--- src/design/otm_pkg.sv ---
// constants, slot modes and the frame-alignment helper of the octet multiplexer
// assumes one 20 MHz clock shared by both ends of the link
package otm_pkg;

  localparam int CLK_NS = 50;
  localparam int FRAME_NS = 125000;
  localparam int FRAME_CYC = FRAME_NS / CLK_NS;
  localparam int CYC_W = 12;
  localparam int OCT_W = 8;
  localparam int MF_LEN = 20;
  localparam logic [MF_LEN-1:0] FA_PATTERN = 20'hB3C5A;
  localparam int SIG_DIV = 10;
  localparam int SIG_LEN = 20;
  localparam int SIG_CH = 18;
  localparam logic [4:0] SIG_SYNC_IDX = 5'h00;
  localparam logic [4:0] SIG_ALARM_IDX = 5'h0A;
  localparam logic ALARM_ON = 1'b0;
  localparam logic ALARM_OFF = 1'b1;
  localparam logic E48_FILL = 1'b1;
  localparam logic [OCT_W-1:0] OCT_FILL = 8'h00;
  localparam int OOF_MISS = 3;
  localparam int IN_HITS = 4;

  typedef enum logic [2:0] {
    S_UNUSED = 3'h0,
    S_X50 = 3'h1,
    S_E48 = 3'h2,
    S_E56 = 3'h3,
    S_OCT = 3'h4,
    S_VOICE = 3'h5,
    S_SIG = 3'h6
  } otm_slot_t;

  typedef struct packed {
    logic [4:0] mf;
    logic [2:0] hits;
    logic oof;
  } otm_align_t;

  localparam otm_align_t ALIGN_RST = '{mf: 5'h00, hits: 3'h0, oof: 1'b1};

  // one frame-alignment bit into the hunt / in-frame tracker
  function automatic otm_align_t otm_align(input otm_align_t cur, input logic fbit);
    otm_align_t n;
    logic match;
    n = cur;
    match = (fbit == FA_PATTERN[cur.mf]);
    n.mf = (cur.mf == 5'(MF_LEN - 1)) ? 5'h00 : cur.mf + 5'h01;
    if (cur.oof) begin
      if (!match) begin
        n.hits = 3'h0;
        n.mf = cur.mf;
      end else if (cur.hits == 3'(IN_HITS - 1)) begin
        n.hits = 3'h0;
        n.oof = 1'b0;
      end else begin
        n.hits = cur.hits + 3'h1;
      end
    end else begin
      if (match) begin
        n.hits = 3'h0;
      end else if (cur.hits == 3'(OOF_MISS - 1)) begin
        n.hits = 3'h0;
        n.oof = 1'b1;
      end else begin
        n.hits = cur.hits + 3'h1;
      end
    end
    return n;
  endfunction

  // signalling multiframe position to channel number
  function automatic logic [4:0] otm_sig_ch(input logic [4:0] idx);
    return (idx < SIG_ALARM_IDX) ? idx - 5'h01 : idx - 5'h02;
  endfunction

endpackage

--- src/design/otm_link_if.sv ---
// octet link between the multiplexer and its peer, one slot per clock
// assumes both ends share clock_i; the bench joins the two modports
`timescale 1ns/10ps
interface otm_link_if #(
  parameter int NUM_SLOTS = 8
);
  localparam int SW = (NUM_SLOTS > 1) ? $clog2(NUM_SLOTS) : 1;
  logic [7:0] fwd_octet;
  logic [SW-1:0] fwd_slot;
  logic fwd_sof;
  logic fwd_valid;
  logic fwd_used;
  logic [7:0] rev_octet;
  logic rev_valid;
  modport mux (
    output fwd_octet, fwd_slot, fwd_sof, fwd_valid, fwd_used,
    input rev_octet, rev_valid
  );
  modport peer (
    input fwd_octet, fwd_slot, fwd_sof, fwd_valid, fwd_used,
    output rev_octet, rev_valid
  );
endinterface

--- src/design/otm_fifo.sv ---
// flip-flop FIFO with valid/ready on both sides and registered flags
// assumes a synchronous active-high reset
`timescale 1ns/10ps
module otm_fifo #(
  parameter int WIDTH = 8,
  parameter int DEPTH = 8
) (
  input wire logic clock_i,
  input wire logic reset_i,
  input wire logic in_valid_i,
  input wire logic [WIDTH-1:0] in_data_i,
  output logic in_ready_o,
  output logic out_valid_o,
  output logic [WIDTH-1:0] out_data_o,
  input wire logic out_ready_i
);
  localparam int AW = (DEPTH > 1) ? $clog2(DEPTH) : 1;

  if (DEPTH < 2 || (DEPTH & (DEPTH - 1)) != 0) begin : g_bad_depth
    $error("otm_fifo depth must be a power of two of at least 2");
  end

  logic [WIDTH-1:0] mem_ff [DEPTH];
  logic [WIDTH-1:0] nxt_mem [DEPTH];
  logic [AW-1:0] wr_ff, nxt_wr, rd_ff, nxt_rd;
  logic [AW:0] cnt_ff, nxt_cnt;
  logic ready_ff, nxt_ready, valid_ff, nxt_valid;
  logic push, pop;

  always_comb begin
    push = in_valid_i & ready_ff;
    pop = out_ready_i & valid_ff;
    nxt_mem = mem_ff;
    nxt_wr = wr_ff;
    nxt_rd = rd_ff;
    if (push) begin
      nxt_mem[wr_ff] = in_data_i;
      nxt_wr = wr_ff + 1'b1;
    end
    if (pop) begin
      nxt_rd = rd_ff + 1'b1;
    end
    nxt_cnt = cnt_ff + {{AW{1'b0}}, push} - {{AW{1'b0}}, pop};
    nxt_ready = (nxt_cnt != (AW+1)'(DEPTH));
    nxt_valid = (nxt_cnt != '0);
  end

  always_ff @(posedge clock_i) begin
    mem_ff <= nxt_mem;
    if (reset_i) begin
      wr_ff <= '0;
      rd_ff <= '0;
      cnt_ff <= '0;
      ready_ff <= 1'b0;
      valid_ff <= 1'b0;
    end else begin
      wr_ff <= nxt_wr;
      rd_ff <= nxt_rd;
      cnt_ff <= nxt_cnt;
      ready_ff <= nxt_ready;
      valid_ff <= nxt_valid;
    end
  end

  assign in_ready_o = ready_ff;
  assign out_valid_o = valid_ff;
  assign out_data_o = mem_ff[rd_ff];
endmodule // otm_fifo

--- src/design/otm_mux.sv ---
// transmitting multiplexer: builds the 125 us user-channel frame slot by slot
// assumes the peer returns one alignment octet per frame on the reverse path
`timescale 1ns/10ps
// Operation
// - sub-64k signals packed into one 64k slot
// - each 64k stream fills exactly one slot
// - frame of octet slots every 125 us
// - unused slots and positions are don't-care
// - slow async data rides the 2.4k group
// - n x 2.4k sync in 6+2 envelope
// - eighth envelope bit carries status flag
// - X.50 20-frame alignment pattern, receiver aligns
// - 14.4k and 19.2k split into sub-streams
// - path alarm reports out-of-frame on link
// - path alarm 1 means none, 0 alarm
// - 48k: bit 1 free, bits 2-7 data
// - 56k: seven data bits plus status
// - n x 64k octets kept in order
// - n x 8k uses contiguous bits in slot
// - 32k halves, 16k aligned bit pairs
// - signalling sampled at 0.8 kHz into multiframe
// - signalling bit 1 alternates per multiframe
// - bit 11 alarm, others carry channel signalling
// - voice-to-signalling mapping free, rates mix
module otm_mux #(
  parameter int NUM_SLOTS = 8,
  parameter int FIFO_DEPTH = 8
) (
  input wire logic clock_i,
  input wire logic reset_i,
  input wire otm_pkg::otm_slot_t [NUM_SLOTS-1:0] slot_type_i,
  input wire logic [NUM_SLOTS-1:0][7:0] slot_data_i,
  input wire logic [NUM_SLOTS-1:0] slot_stat_i,
  input wire logic [NUM_SLOTS-1:0][7:0] voice_mask_i,
  input wire logic [otm_pkg::SIG_CH-1:0] sig_i,
  input wire logic oct_valid_i,
  input wire logic [otm_pkg::OCT_W-1:0] oct_data_i,
  output logic oct_ready_o,
  output logic oof_o,
  output logic far_alarm_o,
  otm_link_if.mux link
);
  import otm_pkg::*;

  localparam int SW = (NUM_SLOTS > 1) ? $clog2(NUM_SLOTS) : 1;

  if (NUM_SLOTS < 1 || NUM_SLOTS > FRAME_CYC) begin : g_bad_slots
    $error("otm_mux slot count must fit one frame");
  end

  ////////////////////////////////////////////////////////////////////////////
  // state

  logic [CYC_W-1:0] cyc_ff, nxt_cyc;
  logic [4:0] mf_ff, nxt_mf;
  logic [3:0] sdiv_ff, nxt_sdiv;
  logic [4:0] sidx_ff, nxt_sidx;
  logic sync_ff, nxt_sync;
  logic sbit_ff, nxt_sbit;
  logic [7:0] oct_ff, nxt_oct;
  logic [SW-1:0] slot_ff, nxt_slot;
  logic sof_ff, nxt_sof;
  logic val_ff, nxt_val;
  logic used_ff, nxt_used;
  otm_align_t al_ff, nxt_al;
  logic far_ff, nxt_far;

  logic frame_end;
  logic in_slot;
  logic [SW-1:0] cur;
  logic [7:0] d;
  logic pop;
  logic q_valid;
  logic [OCT_W-1:0] q_data;

  ////////////////////////////////////////////////////////////////////////////
  // octet buffer for n x 64k data

  otm_fifo #(
    .WIDTH(OCT_W),
    .DEPTH(FIFO_DEPTH)
  ) u_fifo (
    .clock_i(clock_i),
    .reset_i(reset_i),
    .in_valid_i(oct_valid_i),
    .in_data_i(oct_data_i),
    .in_ready_o(oct_ready_o),
    .out_valid_o(q_valid),
    .out_data_o(q_data),
    .out_ready_i(pop)
  );

  ////////////////////////////////////////////////////////////////////////////
  // frame timing, multiframe counters and signalling sampler

  always_comb begin
    frame_end = (cyc_ff == CYC_W'(FRAME_CYC - 1));
    nxt_cyc = frame_end ? '0 : cyc_ff + 1'b1;
    nxt_mf = mf_ff;
    nxt_sdiv = sdiv_ff;
    nxt_sidx = sidx_ff;
    nxt_sync = sync_ff;
    nxt_sbit = sbit_ff;
    if (frame_end) begin
      nxt_mf = (mf_ff == 5'(MF_LEN - 1)) ? 5'h00 : mf_ff + 5'h01;
      if (sdiv_ff == 4'(SIG_DIV - 1)) begin
        // one signalling bit per 1.25 ms
        nxt_sdiv = 4'h0;
        nxt_sidx = (sidx_ff == 5'(SIG_LEN - 1)) ? 5'h00 : sidx_ff + 5'h01;
        if (nxt_sidx == SIG_SYNC_IDX) begin
          nxt_sync = ~sync_ff;
          nxt_sbit = ~sync_ff;
        end else if (nxt_sidx == SIG_ALARM_IDX) begin
          nxt_sbit = al_ff.oof ? ALARM_ON : ALARM_OFF;
        end else begin
          nxt_sbit = sig_i[otm_sig_ch(nxt_sidx)];
        end
      end else begin
        nxt_sdiv = sdiv_ff + 4'h1;
      end
    end
  end

  always_ff @(posedge clock_i) begin
    if (reset_i) begin
      cyc_ff <= '0;
      mf_ff <= 5'h00;
      sdiv_ff <= 4'h0;
      sidx_ff <= 5'h00;
      sync_ff <= 1'b0;
      sbit_ff <= 1'b0;
    end else begin
      cyc_ff <= nxt_cyc;
      mf_ff <= nxt_mf;
      sdiv_ff <= nxt_sdiv;
      sidx_ff <= nxt_sidx;
      sync_ff <= nxt_sync;
      sbit_ff <= nxt_sbit;
    end
  end

  ////////////////////////////////////////////////////////////////////////////
  // slot builder: bit 1 of a slot is octet bit 7, bit 8 is octet bit 0

  always_comb begin
    in_slot = (cyc_ff < CYC_W'(NUM_SLOTS));
    cur = cyc_ff[SW-1:0];
    d = in_slot ? slot_data_i[cur] : 8'h00;
    pop = 1'b0;
    nxt_val = in_slot;
    nxt_sof = (cyc_ff == '0);
    nxt_slot = cur;
    nxt_used = 1'b0;
    nxt_oct = OCT_FILL;
    if (in_slot) begin
      nxt_used = 1'b1;
      unique case (slot_type_i[cur])
        S_UNUSED: begin
          nxt_used = 1'b0;
        end
        S_X50: begin
          // 2.4k group: async, split 14.4k/19.2k and n x 2.4k each own an envelope
          nxt_oct = {FA_PATTERN[mf_ff], d[5:0], slot_stat_i[cur]};
        end
        S_E48: begin
          nxt_oct = {E48_FILL, d[5:0], slot_stat_i[cur]};
        end
        S_E56: begin
          nxt_oct = {d[6:0], slot_stat_i[cur]};
        end
        S_OCT: begin
          // octets leave the buffer in arrival order, one per octet slot
          nxt_used = q_valid;
          pop = q_valid;
          nxt_oct = q_valid ? q_data : OCT_FILL;
        end
        S_VOICE: begin
          nxt_oct = d & voice_mask_i[cur];
        end
        S_SIG: begin
          nxt_oct = {sbit_ff, 7'h00};
        end
        default: begin
          nxt_used = 1'b0;
        end
      endcase
    end
  end

  always_ff @(posedge clock_i) begin
    if (reset_i) begin
      oct_ff <= OCT_FILL;
      slot_ff <= '0;
      sof_ff <= 1'b0;
      val_ff <= 1'b0;
      used_ff <= 1'b0;
    end else begin
      oct_ff <= nxt_oct;
      slot_ff <= nxt_slot;
      sof_ff <= nxt_sof;
      val_ff <= nxt_val;
      used_ff <= nxt_used;
    end
  end

  assign link.fwd_octet = oct_ff;
  assign link.fwd_slot = slot_ff;
  assign link.fwd_sof = sof_ff;
  assign link.fwd_valid = val_ff;
  assign link.fwd_used = used_ff;

  ////////////////////////////////////////////////////////////////////////////
  // reverse path: alignment tracker and far-end alarm

  always_comb begin
    nxt_al = al_ff;
    nxt_far = far_ff;
    if (link.rev_valid) begin
      nxt_al = otm_align(al_ff, link.rev_octet[7]);
      nxt_far = (link.rev_octet[0] == ALARM_ON);
    end
  end

  always_ff @(posedge clock_i) begin
    if (reset_i) begin
      al_ff <= ALIGN_RST;
      far_ff <= 1'b0;
    end else begin
      al_ff <= nxt_al;
      far_ff <= nxt_far;
    end
  end

  assign oof_o = al_ff.oof;
  assign far_alarm_o = far_ff;
endmodule // otm_mux

--- src/flat_wrapper.sv ---
// flat-port wrapper written by rule: the top's interface ports become plain ports
module otm_mux_flat import otm_pkg::*;
#(
  parameter int NUM_SLOTS = 8,
  parameter int FIFO_DEPTH = 8
)
  (clock_i, reset_i, slot_type_i, slot_data_i, slot_stat_i, voice_mask_i, sig_i, oct_valid_i, oct_data_i, oct_ready_o, oof_o, far_alarm_o, link_fwd_octet, link_fwd_slot, link_fwd_sof, link_fwd_valid, link_fwd_used, link_rev_octet, link_rev_valid);
  otm_link_if #(.NUM_SLOTS(NUM_SLOTS)) link_i ();
  input wire logic clock_i;
  input wire logic reset_i;
  input wire otm_pkg::otm_slot_t [NUM_SLOTS-1:0] slot_type_i;
  input wire logic [NUM_SLOTS-1:0][7:0] slot_data_i;
  input wire logic [NUM_SLOTS-1:0] slot_stat_i;
  input wire logic [NUM_SLOTS-1:0][7:0] voice_mask_i;
  input wire logic [otm_pkg::SIG_CH-1:0] sig_i;
  input wire logic oct_valid_i;
  input wire logic [otm_pkg::OCT_W-1:0] oct_data_i;
  output logic oct_ready_o;
  output logic oof_o;
  output logic far_alarm_o;
  output wire logic [$bits(link_i.fwd_octet)-1:0] link_fwd_octet;
  output wire logic [$bits(link_i.fwd_slot)-1:0] link_fwd_slot;
  output wire logic [$bits(link_i.fwd_sof)-1:0] link_fwd_sof;
  output wire logic [$bits(link_i.fwd_valid)-1:0] link_fwd_valid;
  output wire logic [$bits(link_i.fwd_used)-1:0] link_fwd_used;
  input wire logic [$bits(link_i.rev_octet)-1:0] link_rev_octet;
  input wire logic [$bits(link_i.rev_valid)-1:0] link_rev_valid;
  assign link_fwd_octet = link_i.fwd_octet;
  assign link_fwd_slot = link_i.fwd_slot;
  assign link_fwd_sof = link_i.fwd_sof;
  assign link_fwd_valid = link_i.fwd_valid;
  assign link_fwd_used = link_i.fwd_used;
  assign link_i.rev_octet = link_rev_octet;
  assign link_i.rev_valid = link_rev_valid;
  otm_mux #(.NUM_SLOTS(NUM_SLOTS), .FIFO_DEPTH(FIFO_DEPTH)) u_core (.clock_i(clock_i), .reset_i(reset_i), .slot_type_i(slot_type_i), .slot_data_i(slot_data_i), .slot_stat_i(slot_stat_i), .voice_mask_i(voice_mask_i), .sig_i(sig_i), .oct_valid_i(oct_valid_i), .oct_data_i(oct_data_i), .oct_ready_o(oct_ready_o), .oof_o(oof_o), .far_alarm_o(far_alarm_o), .link(link_i));
endmodule
--- config.mk ---
export PLATFORM = sky130hd
export DESIGN_NAME = otm_mux_flat
export DESIGN_NICKNAME = d
export VERILOG_FILES = /design/src/design/otm_pkg.sv /design/src/design/otm_link_if.sv /design/src/design/otm_fifo.sv /design/src/design/otm_mux.sv /design/src/flat_wrapper.sv
export SDC_FILE = /design/constraint.sdc
export NUM_CORES = 1
export LEC_CHECK = 0
export BUFFER_PORTS_ARGS = -buffer_cell sky130_fd_sc_hd__buf_2
export CAP_MARGIN = 20
export CORE_MARGIN = 1
export CORE_UTILIZATION = 53
export DETAILED_ROUTE_END_ITERATION = 7
export PLACE_DENSITY = 0.85
export SLEW_MARGIN = 20
export SYNTH_ARGS = -nofsm -noshare
export SYNTH_HDL_FRONTEND = slang
export SYNTH_SLANG_ARGS = --single-unit
--- constraint.sdc ---
create_clock -name clock_i -period 4.5 [get_ports clock_i]
set_input_delay 0.9 -clock clock_i [delete_from_list [all_inputs] [get_ports clock_i]]
set_output_delay 0.9 -clock clock_i [all_outputs]
set_load 0.1 [all_outputs]
==> results of run 1 <==
critical path, delay by kind of cell, from the launching register on:
kind,cells,cell delay [ps]
XOR/XNOR,1,180
flip-flops,1,710
AO/OA/AOI/OAI,1,130
buffers and inverters,2,120
multiplexers,2,720
adder cells (fa/ha/maj),3,850
AND/OR/NAND/NOR,3,910
power groups by stage:
stage          registers (mW)  logic, mW  clock network, mW
6_report                 1.38      0.803               1.23
5_1_grt                  1.38      0.856               1.31
3_5_place_dp             1.40      0.778                  0
2_1_floorplan            1.51      0.431                  0
4_1_cts                  1.38      0.797               1.25
3_3_place_gp             1.39      0.753                  0
cell families after synthesis:
| family | count (synthesis) |
|---|---|
| AOI/OAI and AO/OA | 105 |
| xor gates and xnor gates | 37 |
| buffers and inverters | 66 |
| muxes | 94 |
| adders and majority gates | 20 |
| DFF | 130 |
| and+or+nand+nor | 208 |
cell type report:
type	count	area [sq um]	area share (%)
multi-input cells	464	4049	43.54
flip-flops and latches	130	3246	34.90
repair buffers	221	1139	12.24
clock buffers	18	429.2	4.615
well taps	180	225.2	2.422
clock inverters	14	108.9	1.170
inverters	27	101.3	1.090
diodes	1	2.502	0.02691
worst paths after layout:
path | start | to | slack (ps) | cells after the start
setup reg to reg | u_core.cyc_ff[1] | u_core.u_fifo.out_valid_o | 720 | 12
hold reg to reg | u_core.far_alarm_o | u_core.far_alarm_o | 500 | 2
hold / removal | u_core.far_alarm_o | u_core.far_alarm_o | 500 | 2
setup / recovery | u_core.cyc_ff[1] | u_core.u_fifo.out_valid_o | 720 | 12
layout by cell type (no fill, tap or decap), types with 18 or more instances in the layout:
| cell type | instances |
|---|---|
| a21oi_1 | 33 |
| buf_2 | 208 |
| dfxtp_1 | 64 |
| edfxtp_1 | 64 |
| ha_1 | 19 |
| inv_1 | 27 |
| mux2_2 | 19 |
| mux4_2 | 56 |
| nand2_1 | 35 |
| nand3_1 | 28 |
| nor2_1 | 64 |
| o21ai_0 | 21 |
| xnor2_1 | 18 |
| xor2_1 | 18 |
routing by layer:
layer / up-vias / global-route usage, % / part of all wire, %
met5: - / 0 / 0.30
met3: 39 / 8.976 / 10
met2: 339 / 41.26 / 48
li1: 2900 / - / -
met1: 3056 / 35.19 / 40
met4: 2 / 6.713 / 1.1
per-stage QoR:
| stage | total power [mW] | std cells | hold WS, ps | worst slack (ps) |
|---|---|---|---|---|
| after floorplan | 1.945 | 660 | 472.4 | 821.6 |
| after global placement | 2.148 | 1022 | 468.0 | 660.7 |
| after detailed placement | 2.176 | 1022 | 489.1 | 482.6 |
| after CTS | 3.423 | 1054 | 501.5 | 765.3 |
| after global routing | 3.546 | 1054 | 510.2 | 514.1 |
| final | 3.413 | 1055 | 498.0 | 724.1 |
state kept, by name (all words and copies together) (netlist names), 4 cells and up, named ones only:
register,count
u_core.sdiv_ff,4
u_core.u_fifo.mem_ff,64
u_core.cyc_ff,12
u_core.al_ff,8
u_core.mf_ff,5
u_core.u_fifo.cnt_ff,4
u_core.sidx_ff,5
u_core.link.fwd_octet,8
==> reports/results.tsv, run 1 <==
stage	metric	value	unit
layout	Final Util	67.00	%
grt	global-route wire length before repair	29.41	mm
timing	Worst Tran Pin Value	926.1	ps
floorplan	die width	121.5	um
floorplan	I/O pins	215	
timing	final cycle utilization of the critical path	83.91	%
synthesis	count leader, synth	dfxtp_1	
hold_path	Hold Path Class	reg2reg	
flow_run	max cap viols	0	
synthesis	top post-synthesis cells by area	edfxtp_1 25%, dfxtp_1 17%, mux4_2 17%, nor2_1 3.2%, ha_1 3.1%	
worst_setup_path	Worst EP required	4760	ps
pwr	Static Leak	3.650	nW
cts	clock root cell	clkbuf_16	
synthesis	Synth Register Bits	130	
cts	cts hold-fix bufs	0	
layout	Fill cells	1033	
timing	Slew HR	38.03	%
cts	clock sink total	130	
layout	area delta synth->final	22.88	%
pwr	Int Power	2.356	mW
pwr	combinational power share	23.5	%
worst_setup_path	CP Capture Type	register	
worst_setup_path	crit path launch type	register	
floorplan	Die Area	14760	sq um
synthesis	Synth top area share	25.39	%
timing	final hold violations	0	
detailed_routing	routed vias/inst	6.006	
timing	Final setup viols	0	
grt	initial antenna violation count	1	
pwr	Clk pwr share	36.1	%
floorplan	# rows	43	
placed_design	DP HPWL	14.37	mm
synthesis	predominant post-synthesis flop cell	dfxtp_1	
detailed_routing	routed vias	6336	
pwr	Max rail drop VDD	0.4961	mV
floorplan	core area	13880	sq um
placed_design	gpl congestion	0.8519	
worst_setup_path	Setup CP Type	reg2reg	
worst_setup_path	Critical Path Max Stage Delay	710	ps
detailed_routing	wire per inst	18.78	um
synthesis	Post-Synth Simple-Gate Area	14.08	%
placed_design	Placed Instance Area	8760	sq um
synthesis	mux contribution to synthesized area	22.22	%
synthesis	synthesized cell area	7569	sq um
cts	clk slew on worst S/H paths	60	ps
synthesis	Synth Area in Compound Gates	9.324	%
detailed_routing	Initial DRC Count	612	
worst_setup_path	data arrival time at the worst-slack endpoint	4030	ps
cts	clock buffers created by TritonCTS	17	
synthesis	area leader, netlist	edfxtp_1	
detailed_routing	WL final	19.82	mm
cts	CTS tree	built	
synthesis	Post-Synthesis Cells	660	
floorplan	Starting Density	54.52	%
cts	Max clock buf depth	2	
worst_setup_path	Max FO, Critical Path	27	
worst_setup_path	Slowest cell on crit path	dfxtp_2	
synthesis	xor/xnor cell area share of the yosys netlist	4.464	%
detailed_routing	Pre-antenna DRT Iters	7	
pwr	Seq pwr share	40.4	%
cts	Clock Latency Late Sink	420	ps
synthesis	adder-cell share of the synthesized area	3.406	%
synthesis	Synth top cells by count	66 x dfxtp_1, 64 x edfxtp_1, 64 x nor2_1	
timing	max-slew violations	0	
synthesis	FFs w/ async S/R, synth	0	%
timing	Max Freq	0.2648	GHz
placed_design	IO Port Bufs	208	
layout	layout cells sized above 1	39.24	%
timing	clk_skew	9.944	ps
detailed_routing	Post-DRT Antenna Nets	0	
pwr	switching share of power	30.95	%
cts	CTS resizes	0	
timing	RSZ-0062 raised after global routing	false	
synthesis	number of synthesized flops with an enable pin	64	
layout	Final #Nets	1079	
synthesis	yosys warns	0	
timing	Period minus WS final	3776	ps
grt	GRT Util Overall	26.39	%
status	status	finished clean	
timing	setup TNS	0	ps
synthesis	sequential-to-total area share from yosys stat	42.85	%
detailed_routing	DRC violations left	0	
pwr	Net Sw Power	1.056	mW
worst_setup_path	crit path cell chain	mux4_2, mux2i_4, nand2_1, nor3_4, ha_1, inv_1, ha_1, inv_1, fa_1, xnor2_1, nor3b_1, a21oi_1	
layout	final instance area	9300	sq um
synthesis	syn nets	878	
grt	pin count of the biggest net entering global routing	43	
synthesis	synthesized area per cell	11.47	sq um
synthesis	post-synth cell types	72	
cts	Post-CTS Repair Setup Buffers	0	
synthesis	largest family of logic cells by synthesized area	multiplexers	
floorplan	Die H	121.5	um
cts	htree depth	4	
grt	vias in the first global route	5892	
grt	grt total ovfl	0	
pwr	Cell Pwr Density	366.9	nW/um^2
(Power assumes the default switching activity.)
==> run 2, diff against run 1 <==
==> constraint.sdc (replaced) <==
create_clock -name clock_i -period 3.82 [get_ports clock_i]
set_input_delay 0.764 -clock clock_i [delete_from_list [all_inputs] [get_ports clock_i]]
set_output_delay 0.764 -clock clock_i [all_outputs]
set_load 0.1 [all_outputs]
==> reports/results.tsv, run 2 (synthesized netlist as in run 1, its figures left out) <==
stage	metric	value	unit
status	status	finished clean	
detailed_routing	DRC violations left	0	
detailed_routing	WL final	19.82	mm
placed_design	IO Port Bufs	208	
worst_setup_path	cell family with most CP delay	simple AND/OR/NAND/NOR gates	
detailed_routing	Initial DRC Count	705	
grt	GRT Util Overall	27.00	%
worst_setup_path	Critical Path Max Stage Delay	570	ps
timing	slack of the critical path	331.3	ps
cts	htree depth	4	
timing	Final setup viols	0	
cts	Clock Latency Late Sink	420	ps
detailed_routing	routed vias/inst	6.008	
hold_path	Hold Path Class	reg2reg	
worst_setup_path	Slowest cell on crit path	mux4_2	
cts	clock root cell	clkbuf_16	
layout	final instance area	9403	sq um
pwr	Power, Total	4.154	mW
floorplan	die width	121.5	um
cts	Max clock buf depth	2	
pwr	Static Leak	3.717	nW
cts	CTS tree	built	
grt	grt total ovfl	0	
timing	max-slew violations	0	
layout	Final Util	67.74	%
timing	Hold WS	489.3	ps
placed_design	Placed Cells	1030	
layout	fin cells	1062	
cts	cts hold-fix bufs	0	
worst_setup_path	WP buf/inv	2	
detailed_routing	routed vias	6380	
detailed_routing	Pre-antenna DRT Iters	6	
placed_design	pre-CTS WS	89.54	ps
worst_setup_path	CP Capture Type	register	
floorplan	Die H	121.5	um
worst_setup_path	Max FO, Critical Path	10	
layout	Largest register FFs	64	
worst_setup_path	Worst EP required	4100	ps
grt	global-route wire length before repair	29.89	mm
floorplan	I/O pins	215	
grt	vias in the first global route	5978	
worst_setup_path	crit path cell chain	mux4_2, mux2i_2, nand2_1, nor3_4, ha_1, inv_1, ha_1, inv_1, fa_1, xnor2_1, nor3b_1, a21oi_1	
grt	pin count of the biggest net entering global routing	36	
floorplan	Die Area	14760	sq um
worst_setup_path	Critical R2R Launch	u_core.cyc_ff[0]	
placed_design	gpl congestion	0.8225	
hold_path	hold_sp	u_core.far_alarm_o	
timing	setup TNS	0	ps
flow_run	max cap viols	0	
layout	commonest non-fill, non-tap cell in the layout	buf_2	
worst_setup_path	crit path launch type	register	
worst_setup_path	Setup CP Type	reg2reg	
timing	Worst Tran Pin Value	934.0	ps
layout	Most flops, register	u_core.u_fifo.mem_ff	
layout	area delta synth->final	24.24	%
worst_setup_path	data arrival time at the worst-slack endpoint	3770	ps
cts	clock sink total	130	
layout	Final #Nets	1087	
layout	layout cells sized above 1	39.91	%
cts	CTS resizes	0	
timing	clk_skew	10.65	ps
timing	Period minus WS final	3489	ps
layout	diodes inserted	0	
floorplan	Starting Density	54.52	%
timing	Slew HR	37.50	%
timing	final hold violations	0	
floorplan	# rows	43	
placed_design	Placed Instance Area	8820	sq um
detailed_routing	wire per inst	18.66	um
timing	Max Freq	0.2866	GHz
cts	clk slew on worst S/H paths	60	ps
cts	clock buffers created by TritonCTS	17	
floorplan	core area	13880	sq um
worst_setup_path	CP startpoint	u_core.cyc_ff[0]	
grt	initial antenna violation count	2	
cts	Post-CTS Repair Setup Buffers	0	
detailed_routing	Post-DRT Antenna Nets	0	
pwr	Cell Pwr Density	441.8	nW/um^2
placed_design	DP HPWL	14.94	mm
layout	Largest regs	u_core.u_fifo.mem_ff x64, u_core.cyc_ff x12	
timing	final cycle utilization of the critical path	91.33	%
layout	most frequent cells in the layout	208 x buf_2, 64 x nor2_1, 64 x dfxtp_1, 64 x edfxtp_1, 56 x mux4_2	
pwr	Max rail drop VDD	0.4820	mV
timing	RSZ-0062 raised after global routing	false	
-- run 2: cell count changes in the layout (fill, tap and decap cells not counted), sizes merged --
cell      delta
buf          +8
bufinv       +1
inv          +8
clkbuf       -1
clkinvlp     -1
clkinv       -7
diode        -1
-- run 2: per-layer routing --
layer	share of wire (%)	vias up	global-route usage, %	wire length (um)
li1	-	2921	-	-
met1	40	3030	34.99	7886
met2	47	383	42.54	9378
met3	11	42	9.117	2150
met4	1.9	4	8.796	384
met5	0.11	-	0	22
-- run 2: area by class of cell --
type                       count  area, sq um
tap                          180        225.2
clock inverter                15        157.7
clock buffer                  17        425.4
timing repair buffer         229         1199
multi-input combinational    464         4049
sequential                   130         3246
inverter                      27        101.3
fill                        1053         4478
-- run 2: power breakdown --
group          total, mW  leakage [nW]  internal [mW]  switching (mW)
Clock               1.60         0.288          0.927           0.669
Sequential          1.62          1.12           1.55          0.0702
Combinational      0.937          2.31          0.390           0.547
Total               4.15          3.72           2.87            1.29
-- run 2: worst paths after layout --
kind | to | slack (ps) | cells past startpoint
worst min-delay path | u_core.far_alarm_o | 490 | 2
worst max register to register | u_core.u_fifo.out_valid_o | 330 | 12
worst min register to register | u_core.far_alarm_o | 490 | 2
worst max-delay path | u_core.u_fifo.out_valid_o | 330 | 12
-- run 2: worst reg2reg max path, cell delays in order, from the launching register on --
cell and delay, ps:
dfxtp_2 520, mux4_2 570, mux2i_2 200, nand2_1 230
nor3_4 350, ha_1 280, inv_1 50, ha_1 160
inv_1 60, fa_1 380, xnor2_1 160, nor3b_1 270
a21oi_1 120
